<file path="config.mk">
export PLATFORM = sky130hd
export DESIGN_NAME = iprfs_regs
export DESIGN_NICKNAME = d
export VERILOG_FILES = /design/src/rtl/iprfs_pkg.sv /design/src/rtl/iprfs_regs.sv /design/src/rtl/iprfs_src_gate.sv
export SDC_FILE = /design/constraint.sdc
export NUM_CORES = 1
export LEC_CHECK = 0
export ABC_AREA = 1
export ABC_CLOCK_PERIOD_IN_PS = 2700
export BUFFER_PORTS_ARGS = -buffer_cell sky130_fd_sc_hd__buf_4
export CAP_MARGIN = 20
export CORE_MARGIN = 10
export CORE_UTILIZATION = 25
export CTS_CLUSTER_DIAMETER = 30
export DETAILED_ROUTE_END_ITERATION = 10
export GPL_TIMING_DRIVEN = 1
export SETUP_SLACK_MARGIN = 0.5
export SLEW_MARGIN = 10
export SYNTH_ARGS = -nofsm -noshare
export SYNTH_HDL_FRONTEND = slang
export SYNTH_SLANG_ARGS = --single-unit
</file>
<file path="constraint.sdc">
create_clock -name sys_clk -period 2.7 [get_ports sys_clk]
set_clock_uncertainty 0.1 [all_clocks]
set_input_delay 0.135 -clock sys_clk [delete_from_list [all_inputs] [get_ports sys_clk]]
set_output_delay 0.135 -clock sys_clk [all_outputs]
set_load 0.02 [all_outputs]
</file>
<file path="src/rtl/iprfs_pkg.sv">
package iprfs_pkg;

  ////////////////////////////////////////////////////////////////////////////
  // Bus geometry
  localparam int          ADDR_W      = 12;
  localparam int          DATA_W      = 32;
  localparam int          REG_W       = 16;
  localparam int          NUM_REGS    = 3;
  localparam int          NUM_SRC     = 20;

  ////////////////////////////////////////////////////////////////////////////
  // Register indices; byte address is four times the index
  localparam logic [9:0]  IDX_PRIO4   = 10'h004;
  localparam logic [9:0]  IDX_PRIO5   = 10'h005;
  localparam logic [9:0]  IDX_PRIO6   = 10'h006;
  localparam logic [9:0]  IDX_PENDING = 10'h010;

  // Implemented bits; reserved ranges are zero here
  localparam logic [15:0] MASK_PRIO4  = 16'hFC3F;
  localparam logic [15:0] MASK_PRIO5  = 16'hFF3F;
  localparam logic [15:0] MASK_PRIO6  = 16'hFFCF;
  localparam logic [15:0] RESET_PRIO  = 16'h0000;

  ////////////////////////////////////////////////////////////////////////////
  // Field codes
  localparam logic [1:0]  CODE_OFF    = 2'h0;
  localparam logic [1:0]  CODE_LVL0   = 2'h1;
  localparam logic [1:0]  CODE_LVL1   = 2'h2;
  localparam logic [1:0]  CODE_LVL2   = 2'h3;
  localparam logic [1:0]  LEVEL_0     = 2'h0;
  localparam logic [1:0]  LEVEL_1     = 2'h1;
  localparam logic [1:0]  LEVEL_2     = 2'h2;

  ////////////////////////////////////////////////////////////////////////////
  // Per-source placement: register slot (0..2 for registers 4..6) and field lsb
  localparam int SRC_REG [NUM_SRC] = '{0, 0, 0, 0, 0, 0,
                                       1, 1, 1, 1, 1, 1, 1,
                                       2, 2, 2, 2, 2, 2, 2};
  localparam int SRC_LSB [NUM_SRC] = '{14, 12, 10, 4, 2, 0,
                                       14, 12, 10, 8, 4, 2, 0,
                                       14, 12, 10, 8, 6, 2, 0};

  function automatic logic [ADDR_W-1:0] regByteAddr(input logic [9:0] idx);
    regByteAddr = {idx, 2'b00};
  endfunction : regByteAddr

  // Never yields a level above 2
  function automatic logic [1:0] fieldToLevel(input logic [1:0] code);
    unique case (code)
      CODE_LVL0: fieldToLevel = LEVEL_0;
      CODE_LVL1: fieldToLevel = LEVEL_1;
      CODE_LVL2: fieldToLevel = LEVEL_2;
      default:   fieldToLevel = LEVEL_0;
    endcase
  endfunction : fieldToLevel

  function automatic logic [REG_W-1:0] writeMerge(input logic [REG_W-1:0] old,
                                                  input logic [REG_W-1:0] wdata,
                                                  input logic [1:0]       strb,
                                                  input logic [REG_W-1:0] mask);
    logic [REG_W-1:0] lanes;
    lanes      = {{8{strb[1]}}, {8{strb[0]}}};
    writeMerge = ((old & ~lanes) | (wdata & lanes)) & mask;
  endfunction : writeMerge

endpackage : iprfs_pkg

</file>
<file path="src/rtl/iprfs_regs.sv">
// Operation
// - Field code 00 disables the source, 01 gives level 0, 10 level 1, 11 level 2.
// - No field value maps a governed source above level 2.
// - Every priority field resets to the disabled code.
// - Reserved bits read as zero and ignore writes.
// - Register 4 holds serial port 0 rx-full at 15:14, port 1 tx-empty at 13:12, port 1 rx-full at 11:10.
// - Register 4 reserves 9:6 and holds pin ports A, B, C at 5:4, 3:2, 1:0.
// - Register 5 holds decoder 1 index 15:14, decoder 1 home 13:12, async 1 rx-full 11:10, rx-error 9:8.
// - Register 5 reserves 7:6 and holds async 1 tx-idle 5:4, tx-empty 3:2, serial port 0 tx-empty 1:0.
// - Register 6 holds timer C ch0 at 15:14 and timer D ch3..ch0 at 13:12, 11:10, 9:8, 7:6.
// - Register 6 reserves 5:4 and holds decoder 0 index at 3:2 and decoder 0 home at 1:0.
//
// The APB interface to the registers was decided locally.
`timescale 1ns/100ps
module iprfs_regs
  import iprfs_pkg::*;
(
  // Clock and reset
  input  wire logic              sys_clk,
  input  wire logic              nrst,
  // APB slave
  input  wire logic              psel,
  input  wire logic              penable,
  input  wire logic              pwrite,
  input  wire logic [ADDR_W-1:0] paddr,
  input  wire logic [DATA_W-1:0] pwdata,
  input  wire logic [3:0]        pstrb,
  output logic [DATA_W-1:0]      prdata,
  output logic                   pready,
  output logic                   pslverr,
  // Raw requests, register 4 sources
  input  wire logic              serialPort0RxFullReq,
  input  wire logic              serialPort1TxEmptyReq,
  input  wire logic              serialPort1RxFullReq,
  input  wire logic              pinPortAReq,
  input  wire logic              pinPortBReq,
  input  wire logic              pinPortCReq,
  // Raw requests, register 5 sources
  input  wire logic              decoder1IndexReq,
  input  wire logic              decoder1HomeWatchdogReq,
  input  wire logic              asyncIf1RxFullReq,
  input  wire logic              asyncIf1RxErrorReq,
  input  wire logic              asyncIf1TxIdleReq,
  input  wire logic              asyncIf1TxEmptyReq,
  input  wire logic              serialPort0TxEmptyReq,
  // Raw requests, register 6 sources
  input  wire logic              timerCCh0Req,
  input  wire logic              timerDCh3Req,
  input  wire logic              timerDCh2Req,
  input  wire logic              timerDCh1Req,
  input  wire logic              timerDCh0Req,
  input  wire logic              decoder0IndexReq,
  input  wire logic              decoder0HomeWatchdogReq,
  // Forwarded requests to arbitration
  output logic                   serialPort0RxFullIrq,
  output logic                   serialPort1TxEmptyIrq,
  output logic                   serialPort1RxFullIrq,
  output logic                   pinPortAIrq,
  output logic                   pinPortBIrq,
  output logic                   pinPortCIrq,
  output logic                   decoder1IndexIrq,
  output logic                   decoder1HomeWatchdogIrq,
  output logic                   asyncIf1RxFullIrq,
  output logic                   asyncIf1RxErrorIrq,
  output logic                   asyncIf1TxIdleIrq,
  output logic                   asyncIf1TxEmptyIrq,
  output logic                   serialPort0TxEmptyIrq,
  output logic                   timerCCh0Irq,
  output logic                   timerDCh3Irq,
  output logic                   timerDCh2Irq,
  output logic                   timerDCh1Irq,
  output logic                   timerDCh0Irq,
  output logic                   decoder0IndexIrq,
  output logic                   decoder0HomeWatchdogIrq,
  // Priority level of each forwarded request
  output logic [1:0]             serialPort0RxFullLevel,
  output logic [1:0]             serialPort1TxEmptyLevel,
  output logic [1:0]             serialPort1RxFullLevel,
  output logic [1:0]             pinPortALevel,
  output logic [1:0]             pinPortBLevel,
  output logic [1:0]             pinPortCLevel,
  output logic [1:0]             decoder1IndexLevel,
  output logic [1:0]             decoder1HomeWatchdogLevel,
  output logic [1:0]             asyncIf1RxFullLevel,
  output logic [1:0]             asyncIf1RxErrorLevel,
  output logic [1:0]             asyncIf1TxIdleLevel,
  output logic [1:0]             asyncIf1TxEmptyLevel,
  output logic [1:0]             serialPort0TxEmptyLevel,
  output logic [1:0]             timerCCh0Level,
  output logic [1:0]             timerDCh3Level,
  output logic [1:0]             timerDCh2Level,
  output logic [1:0]             timerDCh1Level,
  output logic [1:0]             timerDCh0Level,
  output logic [1:0]             decoder0IndexLevel,
  output logic [1:0]             decoder0HomeWatchdogLevel
);

  ////////////////////////////////////////////////////////////////////////////
  // Declarations

  logic [REG_W-1:0]   prio_q   [NUM_REGS];
  logic [REG_W-1:0]   prio_d   [NUM_REGS];
  logic [REG_W-1:0]   regMask  [NUM_REGS];
  logic [NUM_REGS-1:0] regHit;
  logic               pendHit;
  logic               anyHit;
  logic               setupPhase;
  logic               accessPhase;
  logic               wrEn;
  logic [DATA_W-1:0]  rdMux;
  logic [DATA_W-1:0]  prdata_q;
  logic [DATA_W-1:0]  prdata_d;
  logic               slvErr_q;
  logic               slvErr_d;
  logic [NUM_SRC-1:0] srcReq;
  logic [NUM_SRC-1:0] irqReq;
  logic [1:0]         irqLevel [NUM_SRC];

  ////////////////////////////////////////////////////////////////////////////
  // APB decode

  assign regMask[0]  = MASK_PRIO4;
  assign regMask[1]  = MASK_PRIO5;
  assign regMask[2]  = MASK_PRIO6;

  assign regHit[0]   = (paddr == regByteAddr(IDX_PRIO4));
  assign regHit[1]   = (paddr == regByteAddr(IDX_PRIO5));
  assign regHit[2]   = (paddr == regByteAddr(IDX_PRIO6));
  assign pendHit     = (paddr == regByteAddr(IDX_PENDING));
  assign anyHit      = (|regHit) | pendHit;

  assign setupPhase  = psel & ~penable;
  assign accessPhase = psel & penable;
  // Zero wait states; read data and error are latched in the setup cycle
  assign pready      = 1'b1;
  assign wrEn        = accessPhase & pwrite & ~slvErr_q;

  assign rdMux = regHit[0] ? {{(DATA_W-REG_W){1'b0}}, prio_q[0]} :
                 regHit[1] ? {{(DATA_W-REG_W){1'b0}}, prio_q[1]} :
                 regHit[2] ? {{(DATA_W-REG_W){1'b0}}, prio_q[2]} :
                 pendHit   ? {{(DATA_W-NUM_SRC){1'b0}}, irqReq}   :
                             {DATA_W{1'b0}};

  // Pending view is read-only: a write there is dropped without error
  assign prdata_d = setupPhase ? (pwrite ? {DATA_W{1'b0}} : rdMux) : prdata_q;
  assign slvErr_d = setupPhase ? ~anyHit : (accessPhase ? slvErr_q : 1'b0);

  assign prdata   = prdata_q;
  assign pslverr  = accessPhase & slvErr_q;

  always_ff @(posedge sys_clk or negedge nrst) begin
    if (!nrst) begin
      prdata_q <= {DATA_W{1'b0}};
      slvErr_q <= 1'b0;
    end else begin
      prdata_q <= prdata_d;
      slvErr_q <= slvErr_d;
    end
  end

  ////////////////////////////////////////////////////////////////////////////
  // Priority registers

  for (genvar k = 0; k < NUM_REGS; k++) begin : g_reg
    // Masked merge keeps reserved ranges at zero whatever is written
    assign prio_d[k] = (wrEn && regHit[k]) ?
                       writeMerge(prio_q[k], pwdata[REG_W-1:0], pstrb[1:0], regMask[k]) :
                       prio_q[k];
  end

  always_ff @(posedge sys_clk or negedge nrst) begin
    if (!nrst) begin
      for (int k = 0; k < NUM_REGS; k++) begin
        prio_q[k] <= RESET_PRIO;
      end
    end else begin
      for (int k = 0; k < NUM_REGS; k++) begin
        prio_q[k] <= prio_d[k];
      end
    end
  end

  ////////////////////////////////////////////////////////////////////////////
  // Source gating

  assign srcReq = {decoder0HomeWatchdogReq, decoder0IndexReq,
                   timerDCh0Req, timerDCh1Req, timerDCh2Req, timerDCh3Req, timerCCh0Req,
                   serialPort0TxEmptyReq, asyncIf1TxEmptyReq, asyncIf1TxIdleReq,
                   asyncIf1RxErrorReq, asyncIf1RxFullReq, decoder1HomeWatchdogReq, decoder1IndexReq,
                   pinPortCReq, pinPortBReq, pinPortAReq,
                   serialPort1RxFullReq, serialPort1TxEmptyReq, serialPort0RxFullReq};

  // Field placement comes from the per-source slot and lsb tables
  for (genvar i = 0; i < NUM_SRC; i++) begin : g_src
    iprfs_src_gate u_gate (
      .sys_clk    (sys_clk),
      .nrst       (nrst),
      .fieldCode  (prio_q[SRC_REG[i]][SRC_LSB[i] +: 2]),
      .srcReq     (srcReq[i]),
      .irqReq_q   (irqReq[i]),
      .irqLevel_q (irqLevel[i])
    );
  end

  ////////////////////////////////////////////////////////////////////////////
  // Output fan-out

  assign serialPort0RxFullIrq      = irqReq[0];
  assign serialPort1TxEmptyIrq     = irqReq[1];
  assign serialPort1RxFullIrq      = irqReq[2];
  assign pinPortAIrq               = irqReq[3];
  assign pinPortBIrq               = irqReq[4];
  assign pinPortCIrq               = irqReq[5];
  assign decoder1IndexIrq          = irqReq[6];
  assign decoder1HomeWatchdogIrq   = irqReq[7];
  assign asyncIf1RxFullIrq         = irqReq[8];
  assign asyncIf1RxErrorIrq        = irqReq[9];
  assign asyncIf1TxIdleIrq         = irqReq[10];
  assign asyncIf1TxEmptyIrq        = irqReq[11];
  assign serialPort0TxEmptyIrq     = irqReq[12];
  assign timerCCh0Irq              = irqReq[13];
  assign timerDCh3Irq              = irqReq[14];
  assign timerDCh2Irq              = irqReq[15];
  assign timerDCh1Irq              = irqReq[16];
  assign timerDCh0Irq              = irqReq[17];
  assign decoder0IndexIrq          = irqReq[18];
  assign decoder0HomeWatchdogIrq   = irqReq[19];

  assign serialPort0RxFullLevel    = irqLevel[0];
  assign serialPort1TxEmptyLevel   = irqLevel[1];
  assign serialPort1RxFullLevel    = irqLevel[2];
  assign pinPortALevel             = irqLevel[3];
  assign pinPortBLevel             = irqLevel[4];
  assign pinPortCLevel             = irqLevel[5];
  assign decoder1IndexLevel        = irqLevel[6];
  assign decoder1HomeWatchdogLevel = irqLevel[7];
  assign asyncIf1RxFullLevel       = irqLevel[8];
  assign asyncIf1RxErrorLevel      = irqLevel[9];
  assign asyncIf1TxIdleLevel       = irqLevel[10];
  assign asyncIf1TxEmptyLevel      = irqLevel[11];
  assign serialPort0TxEmptyLevel   = irqLevel[12];
  assign timerCCh0Level            = irqLevel[13];
  assign timerDCh3Level            = irqLevel[14];
  assign timerDCh2Level            = irqLevel[15];
  assign timerDCh1Level            = irqLevel[16];
  assign timerDCh0Level            = irqLevel[17];
  assign decoder0IndexLevel        = irqLevel[18];
  assign decoder0HomeWatchdogLevel = irqLevel[19];

endmodule : iprfs_regs

</file>
<file path="src/rtl/iprfs_src_gate.sv">
`timescale 1ns/100ps
module iprfs_src_gate
  import iprfs_pkg::*;
(
  // Clock and reset
  input  wire logic       sys_clk,
  input  wire logic       nrst,
  // Programmed field and raw request
  input  wire logic [1:0] fieldCode,
  input  wire logic       srcReq,
  // Forwarded request
  output logic            irqReq_q,
  output logic [1:0]      irqLevel_q
);

  logic       enabled;
  logic       irqReq_d;
  logic [1:0] irqLevel_d;

  assign enabled    = (fieldCode != CODE_OFF);
  assign irqReq_d   = srcReq & enabled;
  assign irqLevel_d = enabled ? fieldToLevel(fieldCode) : LEVEL_0;

  always_ff @(posedge sys_clk or negedge nrst) begin
    if (!nrst) begin
      irqReq_q   <= 1'b0;
      irqLevel_q <= LEVEL_0;
    end else begin
      irqReq_q   <= irqReq_d;
      irqLevel_q <= irqLevel_d;
    end
  end

endmodule : iprfs_src_gate

</file>
* Word-level counts from Yosys, hierarchy flattened
Cells that the tools add are included.
Widths: inputs -> output; s select.
** Word-level totals
- Word-level logic and storage cells :: 198
- Input port bits :: 73
- Output and inout bits :: 94
- Register bits :: 133
** Operators by class
- Equal/unequal tests :: 45
- Reduce and logical (&&, ||, !) cells :: 24
- Bitwise gates (word level) :: 37
- Multiplexer cells :: 47
** Operator list (number)
- $mux 20 :: 5
- $eq 2x2->1 const B :: 40
- $pmux 2 s2 :: 20
- $and 16x16->16 :: 4
- $or 16x16->16 :: 3
- $mux 2 :: 20
- $reduce_bool 2->1 :: 20
- $eq 12x5->1 const B :: 3
- $and 1x1->1 :: 25
- $not 16->16 :: 1
- $eq 12x7->1 const B :: 1
- $logic_and 1x1->1 :: 3
- $not 1->1 :: 3
- $reduce_or 3->1 :: 1
- $mux 1 :: 2
- $ne 2x2->1 const B :: 1
- $or 1x1->1 :: 1

* Logic depth before layout (Yosys ltp)
Gate-level depths: netlist of run 1.
- Depth after elaboration :: 6
- Mapped depth :: 11
- Mapped depth without buffers :: 11

* Cells and area by module
A second synthesis of run 1 with hierarchy kept.
** Unflattened totals
- Cells, all modules :: 597
- Area, all modules :: 5215.0 sq um
** Modules (own cells, without submodules)
- iprfs_regs :: area each 3188.1 sq um, times used 1, cells an instance 397, sequential area each 1526.5 sq um
- iprfs_src_gate :: area each 101.3 sq um, times used 20, cells an instance 10, sequential area each 75.1 sq um

* Worst setup path before layout of run 1
OpenSTA, ideal clock, no wires.
- Kind :: register -> register
- Start point :: reg slvErr_q
- End point :: reg (tool-made name)
- Buffers on the path :: 1
- Library setup time :: 120 ps
- Cell stages (with the launch flop) :: 6
- Clock period less this slack :: 1440 ps
- Path slack :: 1260 ps
- Required time :: 2480 ps
- Arrival time :: 1220 ps
- Cell sequence :: dfrtp_1 > nor3_4 > nand3_2 > buf_4 > nand2_1 > o21ai_2
** RTL lines
- start, declared :: RTL line iprfs_regs.sv:113 : logic slvErr_q;
- start signal, assigned :: RTL line iprfs_regs.sv:157 : slvErr_q <= slvErr_d;

* Worst setup path after layout of run 1
- Start point :: in penable
- End point :: reg prdata_q[7], in the netlist prdata[7]
** On the way
- Word-level cells in the longest chain between the ends :: 2
** RTL lines
- start, declared :: RTL line iprfs_regs.sv:23 : input wire logic penable,
- $not 1->1 :: RTL line iprfs_regs.sv:132 : assign setupPhase = psel & ~penable;
- $and 1x1->1 :: RTL line iprfs_regs.sv:132
- end signal, assigned :: RTL line iprfs_regs.sv:153 : prdata_q <= {DATA_W{1'b0}};
- end signal, assigned :: RTL line iprfs_regs.sv:156 : prdata_q <= prdata_d;
- end, declared :: RTL line iprfs_regs.sv:111 : logic [DATA_W-1:0] prdata_q;
Every way passes these cells.
A chain may end at the register's enable or synchronous reset.

==> results.cfg, run 1 <==
[run_status]
outcome = finished, final reports clean

[grt]
grt_overflow_total = 0
grt_max_degree = 52
grt_pass1_wl_mm = 25.6
track_usage_pct = 12.6
grt_pass1_vias = 4293
antenna_found_initial = 0

[timing]
max_freq_mhz = 512
fin_crit_ns = 1.95
max-slew-margin-rel_pct = 50.5
hold_viol_final = 0
final.period_utilization_pct = 72.3
hold_ws_ns = 0.0830
worst_slew_pin_slew_ns = 0.742
setup_tns_ns = 0
finalMaxSlewViolations = 0
grt_setup_unrepaired = false
finalSetupViolations = 0

[layout]
n_fill_cell = 2091
mostFrequentLayoutCell = nand2_1
final_nets = 807
drive_above_1_share_pct = 31.3
areaGrowthSynthToFinish_pct = 44.4
antenna_cells = 0
mostFrequentLayoutCells = 146 x nand2_1, 137 x buf_4, 121 x dfrtp_1, 70 x inv_1, 42 x dlygate4sd3_1

[worst_setup_path]
end_kind = register
rr_worst_depth = 4
startpoint_type = input pin
crit_start = penable
worstPathRequired_ns = 2.96
critPathArrivalTime_ns = 2.21
r2r_setup_slack_ns = 0.95
timing.rr.start = slvErr_q
critPathKind = input pin to register
critPathMaxFanout = 2

[floorplan]
core_area_sq_um = 20400
initial_utilization_pct = 25.5
rows = 52
die_y_microns = 164
die_w_microns = 164
die_area_sq_um = 26900
io_pins = 167

[synthesis]
synth_cells = 547
synthesis.area_sq_um = 5190
ys_seq_area_share_pct = 58.3
ys_ff_latch = 121
yosys_warnings = 0
yosysTopAreaCell = dfrtp_1
netlist.area_leader.share_pct = 58.3
synthTopCellsByArea = dfrtp_1 58%, nand2_1 11%, o21ai_2 6.7%, inv_1 5.1%, nand3_1 3.3%
avgSynthCellArea_sq_um = 9.49
synth_cell_types = 31

[routing]
via_per_inst = 4.16
detail-route-antenna-nets = 0
wirelength_mm = 16.6
dr.pass1.iters = 4
drt_iter0_drc = 294
wl_per_cell_microns = 16.4
routed-via-count = 4229
drc = 0

[min_path]
hold_depth = 3
hold_path_class = input pin to register
min_from = pstrb[1]

[clocking]
cts_buffers = 17
cts_max_path_buffers = 2
root_buffer = clkbuf_16
cts_tree = built
cts_resized = 0
insertion_delay_ns = 0.42
htree_levels = 4
clk_pin_slew_ns = 0.06
cts.sinks = 121
post_cts_buffers = 0
cts_hold_buf = 42

[pwr]
p_sw_mw = 1.00
p_seq_share_pct = 41.3
p_sw_share_pct = 22.7
clkPwrFrac_pct = 53.3
comb_power_share_pct = 5.4
p_int_mw = 3.40
leakage_nw = 4.05
p_per_area_nw_per_um2 = 587
irDropWorstVdd_v = 0.000387

[placed_design]
routabilityCongestion = 0.837
dp_hpwl_mm = 12.6
io_buffer_count = 135

[run]
maxCapViolations = 0
==> power groups by stage <==
| stage | logic, mW | registers, mW | clock network [mW] |
|---|---|---|---|
| global placement | 0.189 | 1.85 | 0 |
| floorplan | 0.0771 | 1.85 | 0 |
| finish | 0.240 | 1.82 | 2.35 |
| CTS | 0.243 | 1.82 | 2.40 |
| detailed placement | 0.192 | 1.85 | 0 |
| global route | 0.266 | 1.82 | 2.47 |
==> synth_stat cells, drive strengths merged <==
| cell | n |
|---|---|
| nand4 | 2 |
| conb | 2 |
| o21bai | 1 |
| buf | 22 |
| nor2 | 43 |
| nand3 | 41 |
| clkbuf | 2 |
| o21ai | 56 |
| dfrtp | 121 |
| inv | 73 |
| o21a | 20 |
| or2 | 2 |
| nand2 | 149 |
| o211ai | 3 |
| a21oi | 1 |
| nand3b | 1 |
| and3 | 1 |
| clkinv | 2 |
| nor3 | 5 |
==> stage by stage <==
step / cells / area, sq um / setup slack, ns / power (mW) / utilization, %
finish: 1017 / 7500 / 0.748 / 4.40 / 36.8
global route: 1017 / 7500 / 0.638 / 4.56 / 36.8
CTS: 1017 / 7500 / 0.766 / 4.46 / 36.8
detailed placement: 943 / 6470 / 0.740 / 2.04 / 31.8
global placement: 943 / 6470 / 0.770 / 2.04 / 31.8
floorplan: 558 / 5240 / 1.26 / 1.93 / -
==> worst max-delay path: stages <==
cell	delay, ns
dlygate4sd3_1	0.55
buf_4	0.14
nor2_1	0.12
dlygate4sd3_1	0.58
nand3_1	0.08
dlygate4sd3_1	0.55
nand2_1	0.05
==> metal layers <==
metal  share of wire (%)  GRT usage, %
met4                 1.6          4.67
met5                   0             0
met3                 8.1          4.51
met1                  46          16.3
met2                  44          18.7
==> cell families after synthesis <==
| group | share of synthesized area (%) |
|---|---|
| buffers and inverters | 8.79 |
| AO/OA/AOI/OAI | 11.9 |
| flip-flops | 58.3 |
| other | 0.145 |
| AND/OR/NAND/NOR | 20.9 |
==> worst max path at each step <==
stage / endpoint / slack (ns) / cells past startpoint
detailed placement: register / 0.74 / 9
global route: prdata[7] / 0.64 / 7
floorplan: register / 1.26 / 5
finish: prdata[7] / 0.75 / 7
CTS: prdata[7] / 0.77 / 7
global placement: register / 0.77 / 9
==> cell type report <==
cell class | count | area, sq um | area share [%]
Sequential cell | 121 | 3030 | 40.4
Tap cell | 270 | 338 | 4.50
Inverter | 75 | 284 | 3.79
Timing Repair Buffer | 181 | 1490 | 19.8
Multi-Input combinational cell | 338 | 1750 | 23.3
Clock buffer | 18 | 439 | 5.85
Clock inverter | 14 | 173 | 2.30
Power figures use the tool's default switching activity.
==> inputs of run 2 (changes only) <==
--- a/config.mk
+++ b/config.mk
@@ -5,8 +5,8 @@
 export SDC_FILE = /design/constraint.sdc
 export NUM_CORES = 1
 export LEC_CHECK = 0
-export ABC_AREA = 1
-export ABC_CLOCK_PERIOD_IN_PS = 2700
+export ABC_AREA = 0
+export ABC_CLOCK_PERIOD_IN_PS = 1800
 export BUFFER_PORTS_ARGS = -buffer_cell sky130_fd_sc_hd__buf_4
 export CAP_MARGIN = 20
 export CORE_MARGIN = 10
==> constraint.sdc (replaced) <==
create_clock -name sys_clk -period 1.8 [get_ports sys_clk]
set_clock_uncertainty 0.1 [all_clocks]
set_input_delay 0.09 -clock sys_clk [delete_from_list [all_inputs] [get_ports sys_clk]]
set_output_delay 0.09 -clock sys_clk [all_outputs]
set_load 0.02 [all_outputs]
==> run 2 against run 1 <==
  * Synthesized cell count down 33%
  * Sequential cell count unchanged
  * Sequential share of layout area down 1.3 points
  * Wire length about the same
  * Die area down 5.5%
  * Clock power up 43%
  * Synthesized area down 6.3%
  * Global-route usage up 0.44 points
  * Final cell count down 17%
  * Non-clock buffer count up 24
  * Worst hold slack worse by 0.011 ns
==> results.cfg, run 2 <==
[clocking]
cts_buffers = 17
insertion_delay_ns = 0.41
htree_levels = 4
root_buffer = clkbuf_16
cts.sinks = 121
cts_max_path_buffers = 2
cts_tree = built
clk_pin_slew_ns = 0.05

[worst_setup_path]
cp_top_family = simple AND/OR/NAND/NOR gates
critPathSlowestCell = dfrtp_1
r2r_setup_slack_ns = 0.04
cp_num_buf_inv = 2
critPathMaxStageDelay_ns = 0.37
critPathArrivalTime_ns = 1.95
startpoint_type = register
critPathKind = register to register
end_kind = register
worstPathRequired_ns = 1.99
critPathMaxFanout = 6
crit_top_cell = buf_6
crit_path_cell_trace = and4b_2, nand2_4, buf_6, nor3_4, buf_6, mux2_4

[layout]
areaGrowthSynthToFinish_pct = 59.3
drive_above_1_share_pct = 45.1
antenna_cells = 0
multi_input_area_sq_um = 2030
fin_util_pct = 40.9
final_nets = 650
mostFrequentLayoutCells = 147 x buf_4, 121 x dfrtp_1, 40 x dlygate4sd3_1, 39 x mux2_4, 26 x nor2b_1
seqCellArea_sq_um = 3030
mostFrequentLayoutCell = buf_4
n_fill_cell = 1796

[pwr]
p_sw_share_pct = 20.9
p_int_mw = 5.13
leakage_nw = 3.83
p_sw_mw = 1.36
irDropWorstVdd_v = 0.000565
p_per_area_nw_per_um2 = 837
clkPwrFrac_pct = 52.0
power_mw = 6.49
p_seq_share_pct = 42.0
comb_power_share_pct = 6.0

[synthesis]
synthXorXnorAreaFrac_pct = 0
ys.flop_type = dfrtp_1
synth_fa_ha_area_share_pct = 0
ys_ff_latch = 121
async_flop_share_pct = 100
synth_top_family_by_area = simple AND/OR/NAND/NOR gates
yosys_warnings = 0
netlist.area_leader.share_pct = 62.2
synth_cell_types = 37
synth_cells = 368
synth_common_cells = 121 x dfrtp_1, 39 x mux2_2, 28 x nor2b_1
synth-compound-area-share_pct = 11.8
synth-simple-area-share_pct = 13.4
avgSynthCellArea_sq_um = 13.2
synth_edf_count = 0
synthTopCellsByArea = dfrtp_1 62%, mux2_2 9.0%, nor2b_1 3.6%, o21a_1 3.2%, and2_1 2.7%
muxShareOfSynthArea_pct = 9.25
synthesis.area_sq_um = 4870
yosysTopAreaCell = dfrtp_1
synth.most_common_cell = dfrtp_1
ys_seq_area_share_pct = 62.2

[placed_design]
io_buffer_count = 135
pre_cts_ws_ns = -0.122
dp_hpwl_mm = 12.2
routabilityCongestion = 0.795

[routing]
dr.pass1.iters = 4
wirelength_mm = 16.6
detail-route-antenna-nets = 0
drt_iter0_drc = 234
drc = 0
routed-via-count = 3701
wl_per_cell_microns = 19.6
via_per_inst = 4.36

[run]
maxCapViolations = 0

[grt]
track_usage_pct = 13.0
grt_pass1_wl_mm = 25.8
grt_overflow_total = 0
grt_max_degree = 44
antenna_found_initial = 0
grt_pass1_vias = 4194

[floorplan]
rows = 50
io_pins = 167
die_y_microns = 160
core_area_sq_um = 19000
die_w_microns = 160
die_area_sq_um = 25500
initial_utilization_pct = 25.7

[timing]
hold_ws_ns = 0.0722
final.period_utilization_pct = 97.9
finalMaxSlewViolations = 0
fin_crit_ns = 1.76
grt_setup_unrepaired = true
finalSetupViolations = 0
max_freq_mhz = 568
postLayoutSetupSlackWorst_ns = 0.0387
setup_tns_ns = 0
hold_viol_final = 0

[min_path]
hold_path_class = input pin to async pin

[run_status]
outcome = finished, final reports clean
-- run 2: power by group through the flow --
stage	sequential (mW)	combinational [mW]	clock [mW]
final	2.73	0.390	3.37
after global routing	2.73	0.423	3.58
after global placement	2.77	0.290	0
after floorplan	2.77	0.109	0
after detailed placement	2.77	0.297	0
after CTS	2.73	0.384	3.45
-- run 2: final timing paths --
kind | cells after the start | start | endpoint
max | 6 | slvErr_q | register
min | 2 | nrst | async pin
max reg2reg | 6 | slvErr_q | register
min reg2reg | 2 | prdata[1] | prdata[1]
max in group asynchronous | 3 | nrst | async pin
min in group sys_clk | 5 | paddr[0] | prdata[15]
-- run 2: per-layer routing --
| metal | part of all wire, % | vias to the layer above | track usage [%] | wire length, microns |
|---|---|---|---|---|
| met3 | 8.1 | 18 | 5.68 | 1350 |
| met4 | 1.5 | 0 | 4.76 | 250 |
| met1 | 42 | 1860 | 15.7 | 7060 |
| met5 | 0 | - | 0 | 0 |
| met2 | 48 | 125 | 20.1 | 7970 |
| li1 | - | 1698 | - | - |
-- run 2: layout make-up --
| class | count | area share, % |
|---|---|---|
| clock buffers | 21 | 5.94 |
| clock inverters | 9 | 1.60 |
| multi-input cells | 232 | 26.2 |
| flip-flops and latches | 121 | 39.0 |
| well taps | 260 | 4.19 |
| repair buffers | 205 | 23.1 |
-- run 2: worst reg2reg max path: stages, from the launching register on --
cell and delay (ns):
dfrtp_1 0.37, and4b_2 0.34, nand2_4 0.10, buf_6 0.13
nor3_4 0.11, buf_6 0.18, mux2_4 0.31
-- run 2: cells by family (layout without fill, tap and decap cells) --
family,after synthesis,in the layout
buffers and inverters,26,235
muxes,40,40
and+or+nand+nor,100,100
DFF,121,121
other,2,13
AOI/OAI and AO/OA,79,79
-- run 2: what timing repair did --
action,in CTS,in global routing
gates cloned,1,1
buffers inserted,0,3
pin swaps,9,11
setup endpoints to repair,50,61
resized for setup,49,7
hold buffers,40,0
hold endpoints to repair,183,0
-- run 2: through the flow --
stage          instance area, sq um  instances
3_5_place_dp                   6480        773
6_report                       7760        848
5_1_grt                        7760        848
2_1_floorplan                  5070        379
4_1_cts                        7690        844
3_3_place_gp                   6480        773
==> inputs of run 3 (changes only) <==
==> constraint.sdc (replaced) <==
create_clock -name sys_clk -period 1.8 [get_ports sys_clk]
set_clock_uncertainty 0.1 [all_clocks]
set_input_delay 0.09 -clock sys_clk [delete_from_list [all_inputs] [get_ports sys_clk]]
set_output_delay 0.09 -clock sys_clk [all_outputs]
set_load 0.1 [all_outputs]
==> run 3 against run 2 <==
  * First-iteration DRC count increased by 16%
  * Global-route usage decreased by 0.20 points
  * Die area unchanged
  * Sequential share of layout area decreased by 0.45 points
  * Via count decreased by 0.49%
  * Worst hold slack got worse by 0.039 ns
  * Design area increased by 1.3%
  * Maximum frequency decreased by 1.0%
  * Clock-buffer cell count unchanged
  * Critical path depth unchanged
  * Largest power group unchanged
==> results.cfg, run 3 (synthesized netlist as in run 2, its figures left out) <==
[run_status]
outcome = finished, final reports clean

[worst_setup_path]
critPathArrivalTime_ns = 1.98
critPathKind = register to register
worstPathRequired_ns = 2.00
startpoint_type = register
end_kind = register
critPathMaxFanout = 6

[timing]
finalSetupViolations = 0
fin_crit_ns = 1.78
hold_viol_final = 0
setup_tns_ns = 0
hold_ws_ns = 0.0327
max_freq_mhz = 562
final.period_utilization_pct = 98.9
grt_setup_unrepaired = true
finalMaxSlewViolations = 0

[clocking]
cts.sinks = 121
cts_buffers = 17
cts_max_path_buffers = 2
cts_tree = built
insertion_delay_ns = 0.41
clk_pin_slew_ns = 0.05
root_buffer = clkbuf_16
htree_levels = 4

[layout]
final_nets = 647
drive_above_1_share_pct = 46.2
fin_util_pct = 41.4
areaGrowthSynthToFinish_pct = 61.4
antenna_cells = 0
mostFrequentLayoutCell = dfrtp_1
mostFrequentLayoutCells = 118 x dfrtp_1, 117 x buf_4, 38 x dlygate4sd3_1, 36 x mux2_4, 34 x buf_6
n_fill_cell = 1780

[floorplan]
die_y_microns = 160
rows = 50
die_area_sq_um = 25500
core_area_sq_um = 19000
io_pins = 167
initial_utilization_pct = 25.7
die_w_microns = 160

[pwr]
power_mw = 6.18
leakage_nw = 3.80
irDropWorstVdd_v = 0.000492
p_per_area_nw_per_um2 = 786

[placed_design]
dp_hpwl_mm = 12.2
routabilityCongestion = 0.806
io_buffer_count = 135

[grt]
antenna_found_initial = 0
grt_max_degree = 51
track_usage_pct = 12.8
grt_pass1_vias = 4158
grt_pass1_wl_mm = 25.3
grt_overflow_total = 0

[routing]
detail-route-antenna-nets = 0
drt_iter0_drc = 271
drc = 0
routed-via-count = 3683
dr.pass1.iters = 4
via_per_inst = 4.36
wirelength_mm = 16.4
wl_per_cell_microns = 19.4

[run]
maxCapViolations = 0

[min_path]
hold_path_class = input pin to register
[run 3: timing repair]
item	CTS	global route
setup endpoints to repair	70	68
hold buffers	38	0
resized for setup	68	29
pin swaps	17	7
hold endpoints to repair	182	0
cloned	2	0
setup buffers	0	2
[run 3: area by class of cell]
| type | instances | area [sq um] | area share, % |
|---|---|---|---|
| sequential | 121 | 3030 | 38.6 |
| multi-input combinational | 232 | 2080 | 26.5 |
| timing repair buffer | 202 | 1910 | 24.3 |
| clock buffer | 21 | 460 | 5.86 |
| tap | 260 | 325 | 4.14 |
| clock inverter | 9 | 53.8 | 0.685 |
[run 3: critical path, stage by stage (launching register included)]
cell and delay [ns]:
dfrtp_1 0.37, and4b_2 0.34, nand2_4 0.10, buf_6 0.13, nor3_4 0.12, buf_6 0.17
mux2_2 0.34
[run 3: stage by stage]
stage / std cells / cell area, sq um / setup WS, ns
floorplan: 379 / 5100 / 0.00240
CTS: 843 / 7710 / 0.000648
global route: 845 / 7860 / -0.0458
global placement: 773 / 6490 / -0.119
finish: 845 / 7860 / 0.0200
detailed placement: 773 / 6490 / -0.135
[run 3: final timing paths]
| kind | to | depth (start not counted) | slack (ns) | startpoint |
|---|---|---|---|---|
| worst max-delay path | register | 6 | 0.02 | slvErr_q |
| worst min-delay path | slvErr_q | 3 | 0.03 | psel |
| worst max register to register | register | 6 | 0.02 | slvErr_q |
| worst min register to register | g_src[4].u_gate.irqLevel_q[0] | 1 | 0.39 | register |
| max in group asynchronous | g_src[7].u_gate.irqReq_q | 3 | 0.88 | nrst |
| min in group asynchronous | g_src[11].u_gate.irqReq_q | 2 | 0.08 | nrst |
[run 3: where the power goes]
group	switching, mW	internal (mW)
logic	0.302	0.187
clock network	1.16	1.80
registers	0.00174	2.73
[run 3: per-layer routing]
metal / track usage (%) / vias to the layer above / wire length (microns)
met3: 4.98 / 13 / 1140
li1: - / 1700 / -
met1: 15.1 / 1840 / 6890
met5: 0 / - / 0
met2: 20.6 / 130 / 8110
met4: 4.93 / 0 / 227
